`src/pkg/lgr_map.vh`:
```
// Register indices, field positions, reset values and timing counts of the GPIO router.
// Assumes a 200 MHz system clock and a 50 Mbps back channel.
`ifndef LGR_MAP_VH
`define LGR_MAP_VH

// ****************************************************************************
// Register indices (byte address is four times the index)
// ****************************************************************************
`define LGR_IDX_SLOT_LO 8'h6e
`define LGR_IDX_SLOT_HI 8'h6f
`define LGR_IDX_PIN0 8'h10
`define LGR_IDX_CFG 8'h18
`define LGR_IDX_FCNT 8'h19
`define LGR_IDX_STAT 8'h1a

// ****************************************************************************
// Pin control fields
// ****************************************************************************
`define LGR_PIN_SRC 2:0
`define LGR_PIN_FUNC 5:3
`define LGR_PIN_LEVEL 6
`define LGR_PIN_DRIVE 7
`define LGR_PIN_RST 8'h00

// ****************************************************************************
// Configuration fields
// ****************************************************************************
`define LGR_CFG_PORT 0
`define LGR_CFG_RXEN 2:1
`define LGR_CFG_EXTFS 3
`define LGR_CFG_RST 8'h06
`define LGR_SLOT_RST 8'h00
`define LGR_FCNT_RST 8'h00

// ****************************************************************************
// Source select codes
// ****************************************************************************
`define LGR_SRC_RX0 3'h0
`define LGR_SRC_RX1 3'h1
`define LGR_SRC_DEV 3'h4
`define LGR_SRC_CSI 3'h5

// ****************************************************************************
// Timing
// ****************************************************************************
`define LGR_CLK_PS 5000
`define LGR_BC_BIT_PS 20000
`define LGR_BC_FRAME_BITS 30
`define LGR_BC_FRAME_CYC (`LGR_BC_FRAME_BITS * `LGR_BC_BIT_PS / `LGR_CLK_PS)
`define LGR_FWD_LAT_PS 225000

`endif

```
`src/rtl/lgr_top.v`:
```
// GPIO router of a dual-link deserializer hub: pin output selection, forwarded GPIO
// sampling and back-channel slot sampling, with registers over AHB-Lite.
// Assumes link status and forwarded GPIO arrive on mclk_i; pins are asynchronous.
//
// Our own choice: register access over AHB-Lite.
`timescale 1ns/1ps
`default_nettype none
`include "lgr_map.vh"

module lgr_top #(
  parameter integer PINS = 7,
  parameter integer FRAME_CYCLES = `LGR_BC_FRAME_CYC
) (
  input wire mclk_i,
  input wire sys_rst_i,
  input wire hsel_i,
  input wire [9:0] haddr_i,
  input wire [1:0] htrans_i,
  input wire hwrite_i,
  input wire [2:0] hsize_i,
  input wire [31:0] hwdata_i,
  input wire hready_i,
  output reg [31:0] hrdata_o,
  output wire hreadyout_o,
  output wire hresp_o,
  input wire [PINS-1:0] gpio_pin_i,
  output wire [PINS-1:0] gpio_pin_o,
  output wire [PINS-1:0] gpio_pin_oe_n_o,
  input wire [3:0] fwd_gpio0_i,
  input wire [3:0] fwd_gpio1_i,
  input wire [1:0] fwd_frame_i,
  input wire [1:0] rx_lock_i,
  input wire [1:0] rx_pass_i,
  input wire [1:0] rx_fv_i,
  input wire [1:0] rx_lv_i,
  input wire csi_fv_i,
  input wire csi_lv_i,
  input wire rx_synced_i,
  input wire dev_irq_i,
  input wire csi_irq_i,
  input wire frame_sync_pulse_i,
  input wire ext_frame_sync_i,
  output reg [3:0] bc_slot0_o,
  output reg [3:0] bc_slot1_o,
  output reg bc_frame_o
);

  // ****************************************************************************
  // Helpers
  // ****************************************************************************
  // Sampling period in forward frames for a count of linked forward GPIO.
  function [2:0] fwd_period;
    input [2:0] cnt;
    begin
      if (cnt <= 3'h1) begin
        fwd_period = 3'h1;
      end else if (cnt == 3'h2) begin
        fwd_period = 3'h2;
      end else begin
        fwd_period = 3'h5;
      end
    end
  endfunction

  // Level for one back-channel slot: codes 0..6 pick a pin, 7 the frame sync.
  function slot_pick;
    input [2:0] sel;
    input [6:0] pins;
    input fs;
    begin
      if (sel == 3'h7) begin
        slot_pick = fs;
      end else begin
        slot_pick = pins[sel];
      end
    end
  endfunction

  // ****************************************************************************
  // Pin and external frame sync synchronisers
  // ****************************************************************************
  reg [PINS-1:0] pin_meta_q;
  reg [PINS-1:0] pin_sync_q;
  reg efs_meta_q;
  reg efs_sync_q;

  always @(posedge mclk_i) begin
    if (sys_rst_i) begin
      pin_meta_q <= {PINS{1'b0}};
      pin_sync_q <= {PINS{1'b0}};
      efs_meta_q <= 1'b0;
      efs_sync_q <= 1'b0;
    end else begin
      pin_meta_q <= gpio_pin_i;
      pin_sync_q <= pin_meta_q;
      efs_meta_q <= ext_frame_sync_i;
      efs_sync_q <= efs_meta_q;
    end
  end

  // ****************************************************************************
  // Registers
  // ****************************************************************************
  reg [7:0] pin_ctl_q [0:PINS-1];
  reg [7:0] slot_lo_q [0:1];
  reg [7:0] slot_hi_q [0:1];
  reg [7:0] cfg_q;
  reg [7:0] fcnt_q;
  reg wr_pend_q;
  reg [7:0] wr_idx_q;
  reg wr_ok_q;
  integer i;
  integer j;

  wire take = hsel_i & htrans_i[1] & hready_i;
  wire [7:0] a_idx = haddr_i[9:2];
  wire a_ok = (haddr_i[1:0] == 2'h0);
  wire port_sel = cfg_q[`LGR_CFG_PORT];
  wire [1:0] rx_en = cfg_q[`LGR_CFG_RXEN];
  wire [7:0] wbyte = hwdata_i[7:0];

  // Zero-wait slave: every transfer completes in its first data-phase cycle.
  assign hreadyout_o = 1'b1;
  assign hresp_o = 1'b0;

  always @(posedge mclk_i) begin
    if (sys_rst_i) begin
      wr_pend_q <= 1'b0;
      wr_idx_q <= 8'h00;
      wr_ok_q <= 1'b0;
    end else begin
      wr_pend_q <= take & hwrite_i;
      wr_idx_q <= a_idx;
      wr_ok_q <= a_ok;
    end
  end

  always @(posedge mclk_i) begin
    if (sys_rst_i) begin
      for (i = 0; i < PINS; i = i + 1) begin
        pin_ctl_q[i] <= `LGR_PIN_RST;
      end
      slot_lo_q[0] <= `LGR_SLOT_RST;
      slot_lo_q[1] <= `LGR_SLOT_RST;
      slot_hi_q[0] <= `LGR_SLOT_RST;
      slot_hi_q[1] <= `LGR_SLOT_RST;
      cfg_q <= `LGR_CFG_RST;
      fcnt_q <= `LGR_FCNT_RST;
    end else if (wr_pend_q && wr_ok_q) begin
      for (i = 0; i < PINS; i = i + 1) begin
        if (wr_idx_q == `LGR_IDX_PIN0 + i[7:0]) begin
          pin_ctl_q[i] <= wbyte;
        end
      end
      if (wr_idx_q == `LGR_IDX_SLOT_LO) begin
        slot_lo_q[port_sel] <= wbyte;
      end
      if (wr_idx_q == `LGR_IDX_SLOT_HI) begin
        slot_hi_q[port_sel] <= wbyte;
      end
      if (wr_idx_q == `LGR_IDX_CFG) begin
        cfg_q <= {4'h0, wbyte[3:0]};
      end
      if (wr_idx_q == `LGR_IDX_FCNT) begin
        fcnt_q <= {1'b0, wbyte[6:4], 1'b0, wbyte[2:0]};
      end
    end
  end

  // Read data is captured in the address phase so it stands in the data phase.
  reg [7:0] rd_d;
  always @* begin
    rd_d = 8'h00;
    for (j = 0; j < PINS; j = j + 1) begin
      if (a_idx == `LGR_IDX_PIN0 + j[7:0]) begin
        rd_d = pin_ctl_q[j];
      end
    end
    case (a_idx)
      `LGR_IDX_SLOT_LO: rd_d = slot_lo_q[port_sel];
      `LGR_IDX_SLOT_HI: rd_d = slot_hi_q[port_sel];
      `LGR_IDX_CFG: rd_d = cfg_q;
      `LGR_IDX_FCNT: rd_d = fcnt_q;
      `LGR_IDX_STAT: rd_d = {1'b0, pin_sync_q};
      default: ;
    endcase
    if (!a_ok) begin
      rd_d = 8'h00;
    end
  end

  always @(posedge mclk_i) begin
    if (sys_rst_i) begin
      hrdata_o <= 32'h00000000;
    end else if (take && !hwrite_i) begin
      hrdata_o <= {24'h000000, rd_d};
    end
  end

  // ****************************************************************************
  // Forwarded GPIO sampling
  // ****************************************************************************
  // The hold register updates on the last frame of each sampling period, so the
  // delay from the frame that carries the data stays the same for any count.
  reg [2:0] fcnt0_q;
  reg [2:0] fcnt1_q;
  reg [3:0] fwd0_q;
  reg [3:0] fwd1_q;
  wire [2:0] per0 = fwd_period(fcnt_q[2:0]);
  wire [2:0] per1 = fwd_period(fcnt_q[6:4]);

  always @(posedge mclk_i) begin
    if (sys_rst_i) begin
      fcnt0_q <= 3'h0;
      fcnt1_q <= 3'h0;
      fwd0_q <= 4'h0;
      fwd1_q <= 4'h0;
    end else begin
      if (fwd_frame_i[0]) begin
        if (fcnt0_q + 3'h1 >= per0) begin
          fcnt0_q <= 3'h0;
          fwd0_q <= fwd_gpio0_i;
        end else begin
          fcnt0_q <= fcnt0_q + 3'h1;
        end
      end
      if (fwd_frame_i[1]) begin
        if (fcnt1_q + 3'h1 >= per1) begin
          fcnt1_q <= 3'h0;
          fwd1_q <= fwd_gpio1_i;
        end else begin
          fcnt1_q <= fcnt1_q + 3'h1;
        end
      end
    end
  end

  // ****************************************************************************
  // Pin output selection
  // ****************************************************************************
  wire fs_sel = cfg_q[`LGR_CFG_EXTFS] ? efs_sync_q : frame_sync_pulse_i;
  // Disabled ports count as locked/passing for AND and as absent for OR.
  wire lock_or = |(rx_lock_i & rx_en);
  wire lock_and = &(rx_lock_i | ~rx_en);
  wire pass_and = &(rx_pass_i | ~rx_en);
  wire pass_or = |(rx_pass_i & rx_en);
  wire [7:0] rx0_vec = {rx_lv_i[0], rx_fv_i[0], rx_pass_i[0], rx_lock_i[0], fwd0_q};
  wire [7:0] rx1_vec = {rx_lv_i[1], rx_fv_i[1], rx_pass_i[1], rx_lock_i[1], fwd1_q};
  wire [6:0] dev_vec = {~dev_irq_i, dev_irq_i, fs_sel, pass_and, lock_and, lock_or, 1'b0};
  wire [5:0] csi_vec = {csi_irq_i, rx_synced_i, csi_lv_i, csi_fv_i, pass_or, pass_and};

  genvar g;
  generate
    for (g = 0; g < PINS; g = g + 1) begin : g_pin
      lgr_pin_mux u_mux (
        .mclk_i(mclk_i),
        .sys_rst_i(sys_rst_i),
        .src_i(pin_ctl_q[g][`LGR_PIN_SRC]),
        .func_i(pin_ctl_q[g][`LGR_PIN_FUNC]),
        .level_i(pin_ctl_q[g][`LGR_PIN_LEVEL]),
        .drive_i(pin_ctl_q[g][`LGR_PIN_DRIVE]),
        .rx0_i(rx0_vec),
        .rx1_i(rx1_vec),
        .dev_i(dev_vec),
        .csi_i(csi_vec),
        .pin_o(gpio_pin_o[g]),
        .pin_oe_n_o(gpio_pin_oe_n_o[g])
      );
    end
  endgenerate

  // ****************************************************************************
  // Back-channel slot sampling
  // ****************************************************************************
  wire bc_stb;

  lgr_bc_framer #(
    .FRAME_CYCLES(FRAME_CYCLES)
  ) u_framer (
    .mclk_i(mclk_i),
    .sys_rst_i(sys_rst_i),
    .frame_stb_o(bc_stb)
  );

  // Pins are sampled once per frame; a pin that toggles faster is aliased.
  wire [6:0] pins7 = pin_sync_q[6:0];
  reg [3:0] s0_d;
  reg [3:0] s1_d;
  always @* begin
    s0_d[0] = slot_pick(slot_lo_q[0][2:0], pins7, fs_sel);
    s0_d[1] = slot_pick(slot_lo_q[0][6:4], pins7, fs_sel);
    s0_d[2] = slot_pick(slot_hi_q[0][2:0], pins7, fs_sel);
    s0_d[3] = slot_pick(slot_hi_q[0][6:4], pins7, fs_sel);
    s1_d[0] = slot_pick(slot_lo_q[1][2:0], pins7, fs_sel);
    s1_d[1] = slot_pick(slot_lo_q[1][6:4], pins7, fs_sel);
    s1_d[2] = slot_pick(slot_hi_q[1][2:0], pins7, fs_sel);
    s1_d[3] = slot_pick(slot_hi_q[1][6:4], pins7, fs_sel);
  end

  always @(posedge mclk_i) begin
    if (sys_rst_i) begin
      bc_slot0_o <= 4'h0;
      bc_slot1_o <= 4'h0;
      bc_frame_o <= 1'b0;
    end else begin
      bc_frame_o <= bc_stb;
      if (bc_stb) begin
        bc_slot0_o <= s0_d;
        bc_slot1_o <= s1_d;
      end
    end
  end

endmodule // lgr_top
`default_nettype wire

```
`src/rtl/lgr_bc_framer.v`:
```
// Back-channel frame timer: one pulse per back-channel frame.
// Assumes one clock; the frame length is a whole number of cycles.
`timescale 1ns/1ps
`default_nettype none
module lgr_bc_framer #(
  parameter integer FRAME_CYCLES = 120
) (
  input wire mclk_i,
  input wire sys_rst_i,
  output reg frame_stb_o
);
  reg [15:0] cnt_q;

  always @(posedge mclk_i) begin
    if (sys_rst_i) begin
      cnt_q <= 16'h0000;
      frame_stb_o <= 1'b0;
    end else if (cnt_q == FRAME_CYCLES[15:0] - 16'h0001) begin
      cnt_q <= 16'h0000;
      frame_stb_o <= 1'b1;
    end else begin
      cnt_q <= cnt_q + 16'h0001;
      frame_stb_o <= 1'b0;
    end
  end
endmodule // lgr_bc_framer
`default_nettype wire

```
`src/rtl/lgr_pin_mux.v`:
```
// Output selector for one general-purpose pin.
// Assumes all source vectors are on the system clock.
`timescale 1ns/1ps
`default_nettype none
`include "lgr_map.vh"
module lgr_pin_mux (
  input wire mclk_i,
  input wire sys_rst_i,
  input wire [2:0] src_i,
  input wire [2:0] func_i,
  input wire level_i,
  input wire drive_i,
  input wire [7:0] rx0_i,
  input wire [7:0] rx1_i,
  input wire [6:0] dev_i,
  input wire [5:0] csi_i,
  output reg pin_o,
  output reg pin_oe_n_o
);
  reg bit_d;
  reg ok_d;

  always @* begin
    bit_d = 1'b0;
    ok_d = 1'b1;
    case (src_i)
      `LGR_SRC_RX0: bit_d = rx0_i[func_i];
      `LGR_SRC_RX1: bit_d = rx1_i[func_i];
      `LGR_SRC_DEV: begin
        if (func_i == 3'h0) begin
          bit_d = level_i;
        end else if (func_i == 3'h7) begin
          ok_d = 1'b0;
        end else begin
          bit_d = dev_i[func_i];
        end
      end
      `LGR_SRC_CSI: begin
        if (func_i[2:1] == 2'h3) begin
          ok_d = 1'b0;
        end else begin
          bit_d = csi_i[func_i];
        end
      end
      default: ok_d = 1'b0;
    endcase
  end

  always @(posedge mclk_i) begin
    if (sys_rst_i) begin
      pin_o <= 1'b0;
      pin_oe_n_o <= 1'b1;
    end else begin
      pin_o <= bit_d & ok_d & drive_i;
      pin_oe_n_o <= ~(drive_i & ok_d);
    end
  end
endmodule // lgr_pin_mux
`default_nettype wire

```
`config.mk`:
```
export PLATFORM = sky130hd
export DESIGN_NAME = lgr_top
export DESIGN_NICKNAME = d
export VERILOG_FILES = /design/src/rtl/lgr_top.v /design/src/rtl/lgr_bc_framer.v /design/src/rtl/lgr_pin_mux.v
export VERILOG_INCLUDE_DIRS = /design/src /design/src/pkg
export SDC_FILE = /design/constraint.sdc
export NUM_CORES = 1
export LEC_CHECK = 0
export BUFFER_PORTS_ARGS = -buffer_cell sky130_fd_sc_hd__buf_2
export CAP_MARGIN = 15
export CORE_MARGIN = 5
export CORE_UTILIZATION = 45
export CTS_CLUSTER_SIZE = 25
export DETAILED_ROUTE_END_ITERATION = 8
export REMOVE_ABC_BUFFERS = 1
export SLEW_MARGIN = 30
export SYNTH_ARGS = -nofsm -noshare
export SYNTH_HDL_FRONTEND = slang
export SYNTH_SLANG_ARGS = --single-unit
```
`constraint.sdc`:
```
create_clock -name mclk_i -period 2.2 [get_ports mclk_i]
set_input_delay 0.44 -clock mclk_i [delete_from_list [all_inputs] [get_ports mclk_i]]
set_output_delay 0.44 -clock mclk_i [all_outputs]
set_load 0.005 [all_outputs]
```
* Word level (Yosys, flattened, before mapping)
Memory sizes are Yosys's and may differ from the RTL's. A register that Yosys moved wholly into a read port is not among the register bits.
Index checks and enable logic that the tools add are counted.
** Storage, ports and cells
- Output and inout port bits :: 57
- Memories :: 3
- Input port bits :: 84
- Word-level logic and storage cells :: 415
- Flip-flop bits (word level) :: 98
- Bits in writable memories :: 88
** Operators by class
- Reduce and logical (&&, ||, !) cells :: 36
- Bitwise logic cells :: 44
- Add/sub/neg operators :: 3
- Mux-type cells :: 208
- Eq/ne operators :: 69
- $lt $le $gt $ge :: 19
** Memories
- pin_ctl_q :: depth 7, bits a word 8, rd ports 7, clocked after memory_dff 0, write ports 7, line lgr_top.v:104 : reg [7:0] pin_ctl_q [0:PINS-1];
- slot_hi_q :: depth 2, bits a word 8, rd ports 3, clocked after memory_dff 1, write ports 2, line lgr_top.v:106 : reg [7:0] slot_hi_q [0:1];
- slot_lo_q :: depth 2, bits a word 8, rd ports 3, clocked after memory_dff 1, write ports 2, line lgr_top.v:105 : reg [7:0] slot_lo_q [0:1];
** Operator list (count)
- 8-bit by 5-bit == test with 1-bit output, second input constant :: 19
- 8-bit 2-to-1 mux :: 17
- 1-bit 2-to-1 mux :: 134
- 1-bit binary-select mux with 3-bit select :: 36
- 3-bit == test, second input constant :: 29
- 3-bit by 4-bit < comparator with 1-bit output, second input constant :: 15
- 3-bit zero test :: 14
- 8-bit one-hot mux with 5 select lines :: 1
- 8-bit by 7-bit == test with 1-bit output, second input constant :: 4
- 1-bit one-hot mux with 4 select lines :: 7
- 1-bit AND :: 24
- 3-bit by 1-bit == test with 1-bit output, second input constant :: 7
- 1-bit one-hot mux with 3 select lines :: 7
- 2-bit OR reduction :: 10
- 3-bit 2-to-1 mux :: 6
- 16-bit by 1-bit adder with 16-bit output, second input constant :: 1
- 16-bit by 7-bit == test with 1-bit output, second input constant :: 1
- 8-bit OR reduction :: 2
- 2-bit == test, second input constant :: 7
- 2-bit AND reduction :: 6
- 1-bit NOT :: 8
- 1-bit bitwise OR :: 7
- 3-bit by 1-bit adder with 3-bit output, second input constant :: 2
- 3-bit by 2-bit == test with 1-bit output, second input constant :: 2
- 8 further kinds :: 13

* Depth between registers and ports, before layout
Gate-level depths: netlist of run 1.
- Depth in word-level cells :: 10
- Depth in mapped cells :: 8
- Mapped depth without buffers :: 8

* Hierarchy
Synthesis of run 1 repeated with hierarchy kept, for this count alone.
** Second synthesis, totals
- Cell total of the unflattened synthesis :: 1103
- Area, all modules :: 11170.7 um^2
** Modules (own cells, without submodules)
- lgr_top :: instances 1, seq. area each 4003.8 um^2, cells each 673, area an instance 7588.5 um^2
- lgr_pin_mux :: instances 7, seq. area each 40.0 um^2, cells each 50, area an instance 402.9 um^2
- lgr_bc_framer :: instances 1, seq. area each 340.3 um^2, cells each 80, area an instance 762.0 um^2

* Least setup slack after synthesis of run 1
OpenSTA, ideal clock, no wires.
- Kind :: reg-to-reg
- Start :: reg fcnt_q[1]
- End :: reg fcnt0_q[2]
- Data arrival time :: 1.810 ns
- Stages on the path, launching flop included :: 8
- Setup time :: 0.117 ns
- Clock period less this slack :: 1.928 ns
- Setup slack :: 0.272 ns
- Data required time :: 2.083 ns
- Path buffers :: 0
- Path through :: dfxtp_1 -> or3b_2 -> ha_1 -> nand2b_1 -> a21oi_1 -> o21bai_1 -> o21ai_0 -> a32o_1
** Between the ends
- Longest elaborated chain between the ends :: 5
- Elaborated cells between the ends (all ways) :: 6
- Those cells by class :: order compare: 2; eq/ne: 1; mux: 3
** Ends and longest elaborated chain
- start: declaration :: line lgr_top.v:108 : reg [7:0] fcnt_q;
- start signal: assignment :: line lgr_top.v:148 : fcnt_q <= `LGR_FCNT_RST;
- start signal: assignment :: line lgr_top.v:165 : fcnt_q <= {1'b0, wbyte[6:4], 1'b0, wbyte[2:0]};
- parallel branches: the longest is 2 deep, another holds 3-bit by 1-bit <= comparator with 1-bit output
- 3-bit 2-to-1 mux * :: line lgr_top.v:55 : if (cnt <= 3'h1) begin
- 3-bit greater-or-equal comparator * :: line lgr_top.v:220 : if (fcnt0_q + 3'h1 >= per0) begin
- 3-bit 2-to-1 mux * :: line lgr_top.v:220
- end signal: assignment :: line lgr_top.v:224 : fcnt0_q <= fcnt0_q + 3'h1;
- end: declaration :: line lgr_top.v:205 : reg [2:0] fcnt0_q;
Mark *: on every way between the ends.
A chain may end at the register's enable or synchronous reset.

* Worst setup path in the final report of run 1
- Start :: reg fcnt_q[0]
- End :: reg fwd0_q[2]
** Between the ends
- Longest elaborated chain between the ends :: 5
- Elaborated cells between the ends (all ways) :: 6
- Those cells by class :: order compare: 2; eq/ne: 1; mux: 2; reduce/logical: 1
** Ends and longest elaborated chain
- parallel branches: the longest is 2 deep, another holds 3-bit by 1-bit <= comparator with 1-bit output
- 3-bit 2-to-1 mux * :: line lgr_top.v:55
- 3-bit greater-or-equal comparator * :: line lgr_top.v:220
- 2-bit AND reduction (no line) *
- end signal: assignment :: line lgr_top.v:222 : fwd0_q <= fwd_gpio0_i;
- end: declaration :: line lgr_top.v:207 : reg [3:0] fwd0_q;
Marks and branches as above.

==> results of run 1 <==
## flip-flops by register name (all words and copies together), names as in the netlist, 6 cells and up, named ones only
name	cells
hrdata_o	8
g_pin.u_mux.pin_o	7
u_framer.cnt_q	16
fcnt_q	6
slot_lo_q	16
pin_meta_q	7
wr_idx_q	8
pin_ctl_q	56
g_pin.u_mux.pin_oe_n_o	7
slot_hi_q	16
pin_sync_q	7
## cells by family (layout without fill, tap and decap cells)
| logic type | Yosys count | in the layout | share of synthesized area [%] |
|---|---|---|---|
| AOI/OAI and AO/OA | 193 | 193 | 13.5 |
| xor gates and xnor gates | 16 | 16 | 1.30 |
| adders and majority gates | 9 | 9 | 1.04 |
| buffers and inverters | 138 | 207 | 6.81 |
| DFF | 187 | 187 | 42.8 |
| muxes | 122 | 122 | 18.1 |
| other | 2 | 26 | 0.0695 |
| and+or+nand+nor | 333 | 333 | 16.4 |
## layer usage
metal / vias to the layer above / routed length [microns]
li1: 3863 / -
met1: 4050 / 13100
met2: 358 / 14300
met3: 42 / 2390
met4: 0 / 462
met5: - / 0
## report_power, final
| group | leakage [uW] | switching [uW] | total, uW | internal, uW |
|---|---|---|---|---|
| sequential | 0.00170 | 171 | 3920 | 3740 |
| combinational | 0.00268 | 427 | 803 | 375 |
| clock | 0.000290 | 1550 | 3080 | 1540 |
## metrics by stage
| step | setup WS, ns | hold WS, ns | cells | instance area, sq um | power [uW] |
|---|---|---|---|---|---|
| after floorplan | 0.277 | 0.414 | 920 | 10300 | 4370 |
| after global routing | 0.0305 | 0.200 | 1412 | 12200 | 8090 |
| after global placement | 0.0772 | 0.418 | 1380 | 11600 | 4770 |
| after detailed placement | 0.0782 | 0.424 | 1380 | 11600 | 4790 |
| after CTS | 0.118 | 0.192 | 1412 | 12200 | 7840 |
| final | 0.102 | 0.191 | 1412 | 12200 | 7800 |
## final timing paths
path                       from       endpoint  slack, ns  depth (start not counted)
setup / recovery      fcnt_q[0]      fwd0_q[2]       0.10                          8
hold / removal    gpio_pin_i[6]  pin_meta_q[6]       0.19                          2
setup reg to reg      fcnt_q[0]      fwd0_q[2]       0.10                          8
hold reg to reg   pin_meta_q[5]  pin_sync_q[5]       0.44                          1
## final cells by class
type / instances / area, sq um / share of cell area [%]
sequential: 187 / 4620 / 37.9
timing repair buffer: 141 / 918 / 7.53
inverter: 34 / 128 / 1.05
multi-input combinational: 699 / 5530 / 45.4
tap: 319 / 399 / 3.27
clock inverter: 15 / 166 / 1.37
clock buffer: 17 / 425 / 3.49
## cell usage after synthesis, drive strengths merged, types with 23 or more instances
master,instances
nor2b,44
inv,34
mux2i,62
nand2,35
clkbuf,25
nand2b,23
edfxtp,88
nor2,105
buf,79
o21ai,27
nand3,29
dfxtp,99
and2,41
mux4,57
a21oi,37
==> impl_metrics.env, run 1 <==
export IMPL_ant_nets=0
export IMPL_fp_coreArea_sq_um=23500
export IMPL_cp_max_fo=4
export IMPL_root_buffer="clkbuf_16"
export IMPL_met1_usage_pct=31.5
export IMPL_cp_top_family="simple AND/OR/NAND/NOR gates"
export IMPL_gp_congestion=0.893
export IMPL_tns_ns=0
export IMPL_drive_above_1_share_pct=23.2
export IMPL_setup_violations=0
export IMPL_worst_setup_path_start_kind="flop"
export IMPL_dominantRegCellSynth="dfxtp_1"
export IMPL_period_share_pct=95.4
export IMPL_ys_types=76
export IMPL_met3_usage_pct=3.89
export IMPL_synth_largest_area_cell="edfxtp_1"
export IMPL_drcViolationCount=0
export IMPL_path_class="flop to flop"
export IMPL_fillers=2136
export IMPL_peakVddDrop_mv=0.474
export IMPL_postCtsSetupRepairBufs=0
export IMPL_cp_num_buf_inv=1
export IMPL_clock_path_buffers=2
export IMPL_dr_pass1_iters=5
export IMPL_avgViaCountPerCell=5.89
export IMPL_clk_latency_ns=0.44
export IMPL_dieHeight_microns=165
export IMPL_synth_edf_count=88
export IMPL_max_freq_mhz=477
export IMPL_antenna_found_initial=0
export IMPL_initial_core_util_pct=45.9
export IMPL_cp_slowest_cell="or3b_2"
export IMPL_syn_avg_cell_area_sq_um=10.8
export IMPL_layout_common_cells="nor2_1, dfxtp_1, edfxtp_1, buf_2, mux2i_1"
export IMPL_maxCapViolCount=0
export IMPL_status="finished, final reports clean"
export IMPL_rsz0062_at_grt="no"
export IMPL_cts_buffers=17
export IMPL_max_stage_delay_ns=0.52
export IMPL_cts_hold_buf=0
export IMPL_syn_area_sq_um=10800
export IMPL_cts_clk_slew_worst_paths_ns=0.09
export IMPL_grt_max_degree=51
export IMPL_wl_microns=30200
export IMPL_fin_util_pct=51.8
export IMPL_arrival_ns=2.41
export IMPL_min_period_ns=2.10
export IMPL_seq_area_frac_synth_pct=42.8
export IMPL_grt_usage_pct=22.3
export IMPL_clock_sink_count=187
export IMPL_die_w_microns=165
export IMPL_busiest_layer="met2"
export IMPL_final_setup_skew_ns=0.0170
export IMPL_crit_path_end_kind="flop"
export IMPL_area_growth_pct=12.9
export IMPL_synth_seq_cells=187
export IMPL_path_cells="or3b_2, ha_1, nand2b_1, a21oi_1, o21bai_1, buf_4, nand3_1, a21oi_1"
export IMPL_critPathMostFrequentCell="a21oi_1"
export IMPL_slew_headroom_pct=56.8
export IMPL_vias=8313
export IMPL_die_area_sq_um=27200
export IMPL_yosys_warnings=0
export IMPL_grt_pass1_vias=7806
export IMPL_final_max_slew_violation_count=0
export IMPL_dpl_hpwl_microns=22500
export IMPL_cts_tree="built"
export IMPL_wl_per_cell_microns=21.4
export IMPL_num_antenna_cells=0
export IMPL_synthesis_instances=1000
export IMPL_hold_path_class="input pin to flop"
export IMPL_worstMarginPinSlew_ns=0.645
export IMPL_h_tree_depth=4
export IMPL_p_leak_uw=0.00466
export IMPL_synth_top_area_share_pct=24.5
export IMPL_numPortBuffers=86
export IMPL_drtIter0Drc=878
export IMPL_rows=56
export IMPL_cts_repair_resized=0
export IMPL_required_ns=2.52
export IMPL_final_common_cell="nor2_1"
export IMPL_nets=1173
export IMPL_ys_async_sr_fraction_pct=0
export IMPL_hold_violations=0
export IMPL_io_pins=141
export IMPL_met2_usage_pct=35.5
export IMPL_grt_pass1_wl_microns=45900
export IMPL_synth_area_top_cells="edfxtp_1, dfxtp_1, mux4_2, mux2i_1, nor2_1"
export IMPL_overflow=0
export IMPL_powerDensity_nw_per_um2=640
No activity file was read; power rests on OpenSTA's default activity.
==> inputs of run 2 (changes only) <==
--- a/config.mk
+++ b/config.mk
@@ -9,7 +9,7 @@
 export BUFFER_PORTS_ARGS = -buffer_cell sky130_fd_sc_hd__buf_2
 export CAP_MARGIN = 15
 export CORE_MARGIN = 5
-export CORE_UTILIZATION = 45
+export CORE_UTILIZATION = 40
 export CTS_CLUSTER_SIZE = 25
 export DETAILED_ROUTE_END_ITERATION = 8
 export REMOVE_ABC_BUFFERS = 1
==> impl_metrics.env, run 2 (same netlist as run 1, synthesis figures left out) <==
export IMPL_hold_path_class="input pin to flop"
export IMPL_cts_repair_resized=0
export IMPL_worst_setup_path_start_kind="flop"
export IMPL_clock_sink_count=187
export IMPL_worstMarginPinSlew_ns=0.766
export IMPL_drcViolationCount=0
export IMPL_final_common_cell="nor2_1"
export IMPL_cts_hold_buf=0
export IMPL_dr_pass1_iters=5
export IMPL_drtIter0Drc=936
export IMPL_h_tree_depth=4
export IMPL_peakVddDrop_mv=0.495
export IMPL_tns_ns=0
export IMPL_dpl_hpwl_microns=22500
export IMPL_die_w_microns=174
export IMPL_rows=60
export IMPL_powerDensity_nw_per_um2=640
export IMPL_slew_headroom_pct=48.7
export IMPL_num_antenna_cells=0
export IMPL_pwr_share_seq_pct=50.2
export IMPL_area_growth_pct=12.8
export IMPL_p_sw_share_pct=26.4
export IMPL_ant_nets=0
export IMPL_max_freq_mhz=492
export IMPL_fillers=2539
export IMPL_min_period_ns=2.03
export IMPL_cts_clk_slew_worst_paths_ns=0.08
export IMPL_rsz0062_at_grt="no"
export IMPL_overflow=0
export IMPL_postCtsSetupRepairBufs=0
export IMPL_wl_microns=30100
export IMPL_grt_max_degree=34
export IMPL_drive_above_1_share_pct=23.3
export IMPL_status="finished, final reports clean"
export IMPL_cp_max_fo=6
export IMPL_cts_buffers=17
export IMPL_switchingPower_uw=2060
export IMPL_setup_violations=0
export IMPL_root_buffer="clkbuf_16"
export IMPL_grt_pass1_vias=7751
export IMPL_period_share_pct=92.5
export IMPL_p_leak_uw=0.00464
export IMPL_layout_common_cells="nor2_1, dfxtp_1, edfxtp_1, buf_2, mux2i_1"
export IMPL_clkPwrFrac_pct=39.4
export IMPL_largest_reg_flops=56
export IMPL_wl_per_cell_microns=21.0
export IMPL_clock_path_buffers=2
export IMPL_multi_input_area_sq_um=5530
export IMPL_maxCapViolCount=0
export IMPL_clk_latency_ns=0.44
export IMPL_path_class="flop to flop"
export IMPL_fin_util_pct=45.4
export IMPL_die_area_sq_um=30400
export IMPL_vias=8187
export IMPL_gp_congestion=0.885
export IMPL_numPortBuffers=86
export IMPL_hold_violations=0
export IMPL_fp_coreArea_sq_um=26800
export IMPL_io_pins=141
export IMPL_arrival_ns=2.36
export IMPL_p_int_uw=5730
export IMPL_initial_core_util_pct=40.3
export IMPL_final_max_slew_violation_count=0
export IMPL_required_ns=2.53
export IMPL_crit_path_end_kind="flop"
export IMPL_regArea_sq_um=4620
export IMPL_avgViaCountPerCell=5.71
export IMPL_final_setup_skew_ns=0.0169
export IMPL_antenna_found_initial=0
export IMPL_nets=1172
export IMPL_cts_tree="built"
export IMPL_regMostFlops="pin_ctl_q"
export IMPL_grt_usage_pct=19.6
export IMPL_p_comb_share_pct=10.4
export IMPL_grt_pass1_wl_microns=46300
export IMPL_dieHeight_microns=174
-- run 2: cell types whose count changed in the layout (fill, tap and decap cells not counted), moves of 2 or more --
cell | previous run | this run
buf_12 | 6 | 4
clkinv_8 | 3 | 0
clkinvlp_4 | 0 | 2
inv_6 | 4 | 1
inv_8 | 4 | 6
-- run 2: area by class of cell --
| class | count | area share (%) |
|---|---|---|
| Sequential cell | 187 | 38.0 |
| Clock inverter | 15 | 1.29 |
| Multi-Input combinational cell | 699 | 45.4 |
| Inverter | 34 | 1.05 |
| Tap cell | 341 | 3.50 |
| Clock buffer | 17 | 3.49 |
| Timing Repair Buffer | 140 | 7.27 |
-- run 2: worst max-delay path: stages (launching register included) --
cell and delay, ns:
dfxtp_1 0.55, nor2b_2 0.32, buf_4 0.18, nor2_4 0.06, a2111oi_0 0.51, o311a_1 0.26, o41ai_2 0.06
-- run 2: final timing paths --
| path | startpoint | to | slack (ns) | cells past startpoint |
|---|---|---|---|---|
| min reg2reg | pin_meta_q[2] | pin_sync_q[2] | 0.44 | 1 |
| max | cfg_q[1] | g_pin[4].u_mux.pin_o | 0.17 | 6 |
| min | gpio_pin_i[5] | pin_meta_q[5] | 0.21 | 2 |
| max reg2reg | cfg_q[1] | g_pin[4].u_mux.pin_o | 0.17 | 6 |
-- run 2: stage by stage --
stage	total power [uW]	hold WS (ns)	worst slack (ns)	instance area, sq um	cells
2_1_floorplan	4370	0.414	0.277	10300	920
3_3_place_gp	4770	0.422	0.119	11600	1401
3_5_place_dp	4790	0.429	0.0683	11600	1401
4_1_cts	7840	0.192	0.194	12200	1433
5_1_grt	8090	0.200	0.0389	12200	1433
6_report	7790	0.206	0.166	12200	1433
-- run 2: power groups by stage --
stage,logic (uW),clock network (uW),registers [uW]
after floorplan,441,0,3930
after global placement,796,0,3980
after detailed placement,805,0,3980
after CTS,807,3130,3900
after global routing,875,3290,3920
final,809,3070,3910
-- run 2: routing by layer --
layer  vias up  GRT usage (%)  share of wire (%)
li1       3859              -                  -
met1      3939           28.5                 44
met2       347           29.5                 45
met3        42           4.31                7.9
met4         0           5.71                2.3
met5         -              0                  0
